File: src/ide_bridge_defs.svh
`ifndef IDE_BRIDGE_DEFS_SVH
`define IDE_BRIDGE_DEFS_SVH

// ************************************************************
// address map of the drive port, host i/o space
// ************************************************************
`define IDE_PRI_BASE 10'h1f0
`define IDE_PRI_LAST 10'h1f7
`define IDE_AUX_BASE 10'h3f6
`define IDE_AUX_LAST 10'h3f7
`define IDE_CHG_ADDR 10'h3f7
`define IDE_DATA_ADDR 10'h1f0

// ************************************************************
// reset values of the registered outputs
// ************************************************************
`define IDE_SEL_RST 1'h0
`define IDE_EN_N_RST 1'h1

`endif

File: src/ide_bridge_pkg.sv
package ide_bridge_pkg;

   typedef enum logic [2:0] {
      ACC_IDLE = 3'h1,
      ACC_READ = 3'h2,
      ACC_WRITE = 3'h4
   } access_t;

endpackage

File: src/select_decoder.sv
`timescale 1ns/1ns
`include "ide_bridge_defs.svh"

module select_decoder (
   input wire logic mclk,
   input wire logic reset,
   input wire logic [9:0] host_addr,
   input wire logic decode_output_enable,
   input wire logic dma_ack_decode_inhibit,
   output logic pri_hit,
   output logic aux_hit,
   output logic chg_hit,
   output logic data_hit
);

   logic inh;

   // inhibit and a low output enable both mask every hit result alike
   assign inh = dma_ack_decode_inhibit | ~decode_output_enable;

   always_comb begin
      pri_hit = 1'b0;
      aux_hit = 1'b0;
      chg_hit = 1'b0;
      data_hit = 1'b0;
      if (!inh) begin
         pri_hit = (host_addr >= `IDE_PRI_BASE) &&
                   (host_addr <= `IDE_PRI_LAST);
         aux_hit = (host_addr >= `IDE_AUX_BASE) &&
                   (host_addr <= `IDE_AUX_LAST);
         chg_hit = (host_addr == `IDE_CHG_ADDR);
         data_hit = (host_addr == `IDE_DATA_ADDR);
      end
   end

   no_sel_inh_a: assert property (@(posedge mclk) disable iff (reset)
      dma_ack_decode_inhibit |-> !(pri_hit || aux_hit))
      else $error("select decoded while inhibited");

endmodule // select_decoder

File: src/ide_port_select_steering.sv
`timescale 1ns/1ns
`include "ide_bridge_defs.svh"
// Overview of operation
// - high-byte enable low only for 16-bit data transfers with primary select
// - low-byte enable low whenever either card select is asserted
// - on decoded write, drive bit 7 pin with host data bit 7
// - on decoded read, pass drive bit 7 onto host data bit 7
// - read of 3f7 returns disk-changed status on host bit 7
// - auxiliary select asserted for aux decode, low enable with it
// - primary select for channel registers, low enable, high for 16-bit data at 1f0
// - selects only with output enable; decode ignored while inhibited

module ide_port_select_steering (
   input wire logic mclk,
   input wire logic reset,
   input wire logic [9:0] host_addr,
   input wire logic io_read_n,
   input wire logic io_write_n,
   input wire logic xfer_16bit,
   input wire logic decode_output_enable,
   input wire logic dma_ack_decode_inhibit,
   input wire logic disk_changed_n,
   input wire logic host_data_bit7_in,
   output logic host_data_bit7_out,
   output logic host_data_bit7_oe_n,
   input wire logic ide_data_bit7_in,
   output logic ide_data_bit7_out,
   output logic ide_data_bit7_oe_n,
   output logic ide_primary_select,
   output logic ide_aux_select,
   output logic ide_xcvr_enable_low_n,
   output logic ide_xcvr_enable_high_n
);

   // ************************************************************
   // address decode
   // ************************************************************
   logic pri_hit;
   logic aux_hit;
   logic chg_hit;
   logic data_hit;
   ide_bridge_pkg::access_t acc_d;
   ide_bridge_pkg::access_t acc_q;

   select_decoder u_dec (
      .mclk(mclk),
      .reset(reset),
      .host_addr(host_addr),
      .decode_output_enable(decode_output_enable),
      .dma_ack_decode_inhibit(dma_ack_decode_inhibit),
      .pri_hit(pri_hit),
      .aux_hit(aux_hit),
      .chg_hit(chg_hit),
      .data_hit(data_hit)
   );

   // ************************************************************
   // access state
   // ************************************************************
   logic any_hit;
   assign any_hit = pri_hit | aux_hit;

   always_comb begin
      case ({io_read_n, io_write_n})
         2'b01: acc_d = any_hit ? ide_bridge_pkg::ACC_READ :
                                  ide_bridge_pkg::ACC_IDLE;
         2'b10: acc_d = any_hit ? ide_bridge_pkg::ACC_WRITE :
                                  ide_bridge_pkg::ACC_IDLE;
         default: acc_d = ide_bridge_pkg::ACC_IDLE;
      endcase
   end

   always_ff @(posedge mclk) begin
      if (reset) begin
         acc_q <= ide_bridge_pkg::ACC_IDLE;
      end else begin
         acc_q <= acc_d;
      end
   end

   // ************************************************************
   // card selects and transceiver enables, one cycle after decode
   // ************************************************************
   logic sel_strobe;
   assign sel_strobe = ~io_read_n | ~io_write_n;

   always_ff @(posedge mclk) begin
      if (reset) begin
         ide_primary_select <= `IDE_SEL_RST;
         ide_aux_select <= `IDE_SEL_RST;
         ide_xcvr_enable_low_n <= `IDE_EN_N_RST;
         ide_xcvr_enable_high_n <= `IDE_EN_N_RST;
      end else begin
         ide_primary_select <= pri_hit & sel_strobe;
         ide_aux_select <= aux_hit & sel_strobe;
         ide_xcvr_enable_low_n <= ~(any_hit & sel_strobe);
         // high byte only on a 16-bit data-port access
         ide_xcvr_enable_high_n <=
            ~(data_hit & xfer_16bit & sel_strobe);
      end
   end

   // ************************************************************
   // bit 7 steering
   // ************************************************************
   logic chg_rd_q;

   always_ff @(posedge mclk) begin
      if (reset) begin
         chg_rd_q <= 1'b0;
      end else begin
         chg_rd_q <= chg_hit & ~io_read_n;
      end
   end

   always_ff @(posedge mclk) begin
      if (reset) begin
         ide_data_bit7_out <= 1'b0;
      end else if (acc_d == ide_bridge_pkg::ACC_WRITE) begin
         ide_data_bit7_out <= host_data_bit7_in;
      end
   end

   always_ff @(posedge mclk) begin
      if (reset) begin
         host_data_bit7_out <= 1'b0;
      end else if (acc_d == ide_bridge_pkg::ACC_READ) begin
         // status line sensed at the pin level, low means changed
         host_data_bit7_out <= (chg_hit ? disk_changed_n
                                        : ide_data_bit7_in);
      end
   end

   // never drive the drive's bit 7 outside a write, avoiding contention
   always_comb begin
      ide_data_bit7_oe_n = 1'b1;
      host_data_bit7_oe_n = 1'b1;
      case (acc_q)
         ide_bridge_pkg::ACC_WRITE: ide_data_bit7_oe_n = 1'b0;
         ide_bridge_pkg::ACC_READ: host_data_bit7_oe_n = 1'b0;
         ide_bridge_pkg::ACC_IDLE: ide_data_bit7_oe_n = 1'b1;
         default: ide_data_bit7_oe_n = 1'b1;
      endcase
   end

   // ************************************************************
   // checks
   // ************************************************************
   // reset stays in the request terms: a request sampled on the release
   // edge meets outputs that were still held in reset at that edge
   hi_needs_pri_a: assert property (@(posedge mclk) disable iff (reset)
      !ide_xcvr_enable_high_n |-> ide_primary_select)
      else $error("high enable without primary select");

   hi_en_16_a: assert property (@(posedge mclk) disable iff (reset)
      !ide_xcvr_enable_high_n |-> $past(xfer_16bit))
      else $error("high enable on an 8-bit access");

   hi_en_set_a: assert property (@(posedge mclk) disable iff (reset)
      (!reset && data_hit && xfer_16bit && sel_strobe) |=>
      !ide_xcvr_enable_high_n)
      else $error("high enable missing on 16-bit data access");

   low_with_sel_a: assert property (@(posedge mclk) disable iff (reset)
      (ide_primary_select || ide_aux_select) == !ide_xcvr_enable_low_n)
      else $error("low enable not tied to selects");

   low_en_set_a: assert property (@(posedge mclk) disable iff (reset)
      (!reset && any_hit && sel_strobe) |=> !ide_xcvr_enable_low_n)
      else $error("low enable missing on decoded access");

   wr_drive_a: assert property (@(posedge mclk) disable iff (reset)
      (!reset && any_hit && !io_write_n && io_read_n) |=>
      (!ide_data_bit7_oe_n && ide_data_bit7_out == $past(host_data_bit7_in)))
      else $error("write bit 7 not driven");

   rd_pass_a: assert property (@(posedge mclk) disable iff (reset)
      (!reset && any_hit && !chg_hit && !io_read_n && io_write_n) |=>
      (host_data_bit7_out == $past(ide_data_bit7_in)))
      else $error("read bit 7 not passed");

   rd_dir_a: assert property (@(posedge mclk) disable iff (reset)
      (!reset && any_hit && !io_read_n && io_write_n) |=>
      (ide_data_bit7_oe_n && !host_data_bit7_oe_n))
      else $error("read bit 7 steered the wrong way");

   host_idle_a: assert property (@(posedge mclk) disable iff (reset)
      (acc_q != ide_bridge_pkg::ACC_READ) |-> host_data_bit7_oe_n)
      else $error("host bit 7 driven outside read");

   chg_rd_a: assert property (@(posedge mclk) disable iff (reset)
      (chg_rd_q && $past(io_write_n)) |->
      (host_data_bit7_out == $past(disk_changed_n)))
      else $error("3f7 read lacks disk change");

   chg_drive_a: assert property (@(posedge mclk) disable iff (reset)
      (chg_rd_q && $past(io_write_n)) |-> !host_data_bit7_oe_n)
      else $error("3f7 read not driven to host");

   aux_sel_a: assert property (@(posedge mclk) disable iff (reset)
      (!reset && aux_hit && sel_strobe) |=>
      (ide_aux_select && !ide_xcvr_enable_low_n))
      else $error("aux select missing");

   pri_sel_a: assert property (@(posedge mclk) disable iff (reset)
      (!reset && pri_hit && sel_strobe) |=> ide_primary_select)
      else $error("primary select missing");

   sel_gated_a: assert property (@(posedge mclk) disable iff (reset)
      !decode_output_enable |=> !(ide_primary_select || ide_aux_select))
      else $error("select without output enable");

   sel_enabled_a: assert property (@(posedge mclk) disable iff (reset)
      (ide_primary_select || ide_aux_select) |->
      ($past(decode_output_enable) && !$past(dma_ack_decode_inhibit)))
      else $error("select from an inhibited decode");

   pin_idle_a: assert property (@(posedge mclk) disable iff (reset)
      (acc_q != ide_bridge_pkg::ACC_WRITE) |-> ide_data_bit7_oe_n)
      else $error("bit 7 driven outside write");

   clash_idle_a: assert property (@(posedge mclk) disable iff (reset)
      (!reset && !io_read_n && !io_write_n) |=>
      (ide_data_bit7_oe_n && host_data_bit7_oe_n))
      else $error("bit 7 driven during a strobe clash");

endmodule // ide_port_select_steering

File: config.mk
export PLATFORM = sky130hd
export DESIGN_NAME = ide_port_select_steering
export DESIGN_NICKNAME = d
export VERILOG_FILES = /design/src/ide_bridge_pkg.sv /design/src/select_decoder.sv /design/src/ide_port_select_steering.sv
export VERILOG_INCLUDE_DIRS = /design/src
export SDC_FILE = /design/constraint.sdc
export NUM_CORES = 1
export LEC_CHECK = 0
export ABC_AREA = 1
export BUFFER_PORTS_ARGS = -buffer_cell sky130_fd_sc_hd__buf_4
export CORE_AREA = 10 10 47 49
export CTS_CLUSTER_SIZE = 14
export DETAILED_ROUTE_END_ITERATION = 16
export DIE_AREA = 0 0 57 59
export PLACE_DENSITY = 0.69
export SETUP_SLACK_MARGIN = 0.5
export SLEW_MARGIN = 30
export SYNTH_ARGS = -nofsm -noshare
export SYNTH_HDL_FRONTEND = slang
export SYNTH_SLANG_ARGS = --single-unit
File: constraint.sdc
create_clock -name mclk -period 1.6 [get_ports mclk]
set_input_delay 0.16 -clock mclk [delete_from_list [all_inputs] [get_ports mclk]]
set_output_delay 0.16 -clock mclk [all_outputs]
set_load 0.02 [all_outputs]
==> run_summary.xml <==
<?xml version="1.0" encoding="UTF-8"?>
<metrics>
  <group name="final_layout">
    <metric name="net_total_in_the_final_layout" unit="">129</metric>
    <metric name="post-route-cell-area" unit="um^2">769</metric>
    <metric name="flow.area_growth_from_synthesis" unit="%">50.0</metric>
    <metric name="layoutNonFillerInstCount" unit="">121</metric>
    <metric name="n_fill_cell" unit="">138</metric>
    <metric name="final_layout_size_suffix_gt1_frac" unit="">0.371</metric>
    <metric name="antennaDiodeCount" unit="">0</metric>
    <metric name="layout_utilization" unit="">0.549</metric>
  </group>
  <group name="timing">
    <metric name="maxClockFrequency" unit="GHz">0.800</metric>
    <metric name="setup_slack" unit="ns">0.350</metric>
    <metric name="final_max_slew_viol_count" unit="">0</metric>
    <metric name="report.final.hold_viol_count" unit="">0</metric>
    <metric name="final_period_minus_worst_setup_slack" unit="ns">1.25</metric>
    <metric name="setup-violations-final" unit="">0</metric>
    <metric name="grt_setup_unrepaired" unit="">yes</metric>
    <metric name="timing.clock.skew" unit="ns">0</metric>
    <metric name="worst_slew_pin_slew" unit="ns">0.224</metric>
    <metric name="relative_max_transition_margin" unit="">0.849</metric>
    <metric name="tns" unit="ns">0</metric>
    <metric name="fin_crit_sh" unit="">0.781</metric>
  </group>
  <group name="power">
    <metric name="power.sequential.fraction" unit="">0.475</metric>
    <metric name="power_density_over_cell_area" unit="nW/um^2">619</metric>
    <metric name="net-switching-power" unit="mW">0.112</metric>
    <metric name="combPwrFrac" unit="">0.159</metric>
    <metric name="internal-power" unit="mW">0.364</metric>
    <metric name="sw_frac" unit="">0.236</metric>
    <metric name="ir_worst_vdd" unit="uV">400</metric>
    <metric name="clock_power_share" unit="">0.366</metric>
    <metric name="static-leakage-power" unit="nW">0.409</metric>
  </group>
  <group name="routing">
    <metric name="via_count" unit="">526</metric>
    <metric name="dr.first_iter.drc_count" unit="">3</metric>
    <metric name="detailed_routing_wirelength_on_met1" unit="um">481</metric>
    <metric name="met2_wirelength" unit="um">639</metric>
    <metric name="remaining_drcs" unit="">0</metric>
    <metric name="route.met3.wl" unit="um">119</metric>
    <metric name="post_drt_via_cell_ratio" unit="">4.35</metric>
    <metric name="route.top_layer_used" unit="">met4</metric>
    <metric name="detailedRoute.firstPassIterationCount" unit="">4</metric>
    <metric name="routed_wl_per_cell" unit="um">10.4</metric>
    <metric name="detail-route-antenna-nets" unit="">0</metric>
    <metric name="routed_wl" unit="mm">1.26</metric>
  </group>
  <group name="cts">
    <metric name="tritoncts_num_sinks" unit="">9</metric>
    <metric name="holdBufCountCts" unit="">0</metric>
    <metric name="clk_root_buffer_cell" unit="">sky130_fd_sc_hd__clkbuf_4</metric>
    <metric name="clk_path_buf_depth" unit="">2</metric>
    <metric name="post_cts.repair.setup_buffers" unit="">0</metric>
    <metric name="number_of_buffers_created_by_cts" unit="">3</metric>
    <metric name="cts_tree" unit="">done</metric>
    <metric name="worst_skew_pair.late_latency" unit="ns">0.25</metric>
    <metric name="htreeDepth" unit="">1</metric>
    <metric name="clkTransAtPathRegs" unit="ns">0.06</metric>
  </group>
  <group name="run">
    <metric name="drv_cap" unit="">0</metric>
  </group>
  <group name="critical_path">
    <metric name="cp_slowest_cell" unit="">sky130_fd_sc_hd__or3b_4</metric>
    <metric name="r2r_cells" unit="">4</metric>
    <metric name="critical_path.max_fanout" unit="">2</metric>
    <metric name="r2r-end" unit="">ide_data_bit7_out</metric>
    <metric name="cell_by_cell_trace_of_the_critical_path" unit="">or3b_4, buf_6</metric>
    <metric name="timing.setup.critical_path_class" unit="">flop to primary output</metric>
    <metric name="critical-path-max-stage-delay" unit="ns">0.39</metric>
    <metric name="worst-r2r-setup-slack" unit="ns">0.99</metric>
    <metric name="setup.worst_path.end_class" unit="">primary output</metric>
    <metric name="worst_path_dominant_cell_family" unit="">simple AND/OR/NAND/NOR gates</metric>
    <metric name="required" unit="ns">1.44</metric>
    <metric name="reg2reg_from" unit="">ide_data_bit7_out</metric>
    <metric name="cp_num_buf_inv" unit="">1</metric>
    <metric name="cp_data_arrival_time" unit="ns">1.09</metric>
    <metric name="crit_path_start_kind" unit="">flop</metric>
  </group>
  <group name="hold_path">
    <metric name="worstHoldStart" unit="">reset</metric>
    <metric name="hp-class" unit="">input port to flop</metric>
    <metric name="hold_path_depth" unit="">2</metric>
    <metric name="worstHoldEndpoint" unit="">acc_q[1]</metric>
  </group>
  <group name="grt">
    <metric name="globalRouteOverflowTotal" unit="">0</metric>
    <metric name="first_pass_grt_wire_length" unit="mm">2.17</metric>
    <metric name="pin_count_of_the_biggest_net_entering_global_routing" unit="">6</metric>
    <metric name="globalRouteTotalUtil" unit="">0.0813</metric>
    <metric name="grt_antenna_before_repair" unit="">0</metric>
    <metric name="first_global_vias" unit="">556</metric>
  </group>
  <group name="yosys">
    <metric name="synthesized_flop_and_latch_total" unit="">9</metric>
    <metric name="post_synth_inst_count" unit="">74</metric>
    <metric name="count_of_flip_flops_with_a_built_in_enable_after_synthesis" unit="">0</metric>
    <metric name="synth.distinct_cells" unit="">14</metric>
    <metric name="synth-seq-area-share" unit="">0.351</metric>
    <metric name="synthTopCellsByCount" unit="">19 x sky130_fd_sc_hd__nor2_1, 16 x sky130_fd_sc_hd__nand2_1, 13 x sky130_fd_sc_hd__inv_1</metric>
    <metric name="asyncSetResetFlopFracSynth" unit="">0</metric>
    <metric name="cells_taking_the_most_area_after_synthesis" unit="">sky130_fd_sc_hd__dfxtp_1 35%, sky130_fd_sc_hd__nor2_1 14%, sky130_fd_sc_hd__nand2_1 12%, sky130_fd_sc_hd__inv_1 9.5%, sky130_fd_sc_hd__nand3_2 7.8%</metric>
    <metric name="syn-cell-area" unit="um^2">513</metric>
    <metric name="synth_largest_area_cell" unit="">sky130_fd_sc_hd__dfxtp_1</metric>
    <metric name="post-synth-top-area-fraction" unit="">0.351</metric>
    <metric name="post-synth-top-count-cell" unit="">sky130_fd_sc_hd__nor2_1</metric>
    <metric name="yosys_warns" unit="">0</metric>
    <metric name="mapped_nets" unit="">97</metric>
    <metric name="postSynthAreaPerCell" unit="um^2">6.93</metric>
    <metric name="commonest_register_cell_after_synthesis" unit="">sky130_fd_sc_hd__dfxtp_1</metric>
  </group>
  <group name="status">
    <metric name="result_of_the_run" unit="">complete, no violations</metric>
  </group>
  <group name="placement">
    <metric name="dp.cells" unit="">117</metric>
    <metric name="dpl_cell_area" unit="um^2">736</metric>
    <metric name="global_placer_s_final_weighted_congestion" unit="">0.715</metric>
    <metric name="dp_hpwl" unit="mm">1.14</metric>
    <metric name="numPortBuffers" unit="">27</metric>
    <metric name="place_ws" unit="ns">0.448</metric>
  </group>
  <group name="floorplan">
    <metric name="start_util" unit="">0.366</metric>
    <metric name="die_width" unit="um">57</metric>
    <metric name="fp-row-count" unit="">14</metric>
    <metric name="die_area" unit="um^2">3360</metric>
    <metric name="die_y" unit="um">59</metric>
    <metric name="core_outline_area" unit="um^2">1400</metric>
    <metric name="top_level_ports" unit="">28</metric>
  </group>
</metrics>
-- area by class of cell --
cell class	count	area, um^2	share of cell area
multi-input cells	52	287	0.372
repair buffers	27	206	0.268
flip-flops and latches	9	181	0.236
inverters	13	48.8	0.0634
clock buffers	4	26.3	0.0341
well taps	16	20.0	0.0260
-- power by group through the flow --
stage	clock network (mW)	registers (mW)	logic, mW
after floorplan	0	0.231	0.0299
after global placement	0	0.231	0.0744
after detailed placement	0	0.231	0.0762
after CTS	0.183	0.226	0.0766
after global routing	0.199	0.226	0.0851
final	0.174	0.226	0.0756
-- metal layers --
layer | GRT usage | vias up
li1 | - | 285
met1 | 0.0700 | 217
met2 | 0.143 | 22
met3 | 0.0408 | 2
met4 | 0.0604 | 0
met5 | 0 | -
-- flip-flops by register name (all words and copies together), names as in the netlist --
register,flops
ide_data_bit7_out,1
host_data_bit7_out,1
ide_aux_select,1
ide_xcvr_enable_high_n,1
acc_q,3
ide_xcvr_enable_low_n,1
ide_primary_select,1
-- worst max path at each step --
| stage | end | start | cells after the start |
|---|---|---|---|
| finish | host_data_bit7_oe_n | acc_q[0] | 2 |
| global route | host_data_bit7_oe_n | acc_q[0] | 2 |
| CTS | host_data_bit7_oe_n | acc_q[0] | 2 |
| detailed placement | host_data_bit7_out | io_read_n | 7 |
| global placement | host_data_bit7_out | io_read_n | 7 |
| floorplan | host_data_bit7_out | io_read_n | 6 |
-- timing repair --
item | 4_1_cts | 5_1_grt
endpoints found under the setup margin | 1 | 1
resized for setup | 3 | 0
cloned | 0 | 0
pin swaps | 0 | 0
endpoints found under the hold margin | 0 | 0
-- cells in the final DEF, fill, tap and decap left out, drive strengths merged --
cell	instances
dfxtp	9
nand3	6
inv	13
or2	1
o21ai	2
nand2	17
buf	27
clkbuf	4
or3b	1
nor4	1
nand3b	1
ha	3
nor2	20
-- logic make-up after synthesis --
group,count (synthesis),synth area share
compound gates,2,0.0195
fa+ha+maj,3,0.0732
buf+inv,13,0.0951
flops,9,0.351
simple gates,47,0.461
-- per-stage QoR --
stage / hold WS (ns) / total power, mW
after floorplan: 0.232 / 0.261
after global placement: 0.364 / 0.306
after detailed placement: 0.364 / 0.308
after CTS: 0.0763 / 0.485
after global routing: 0.0754 / 0.510
final: 0.0838 / 0.476
Power figures use the tool's default switching activity.
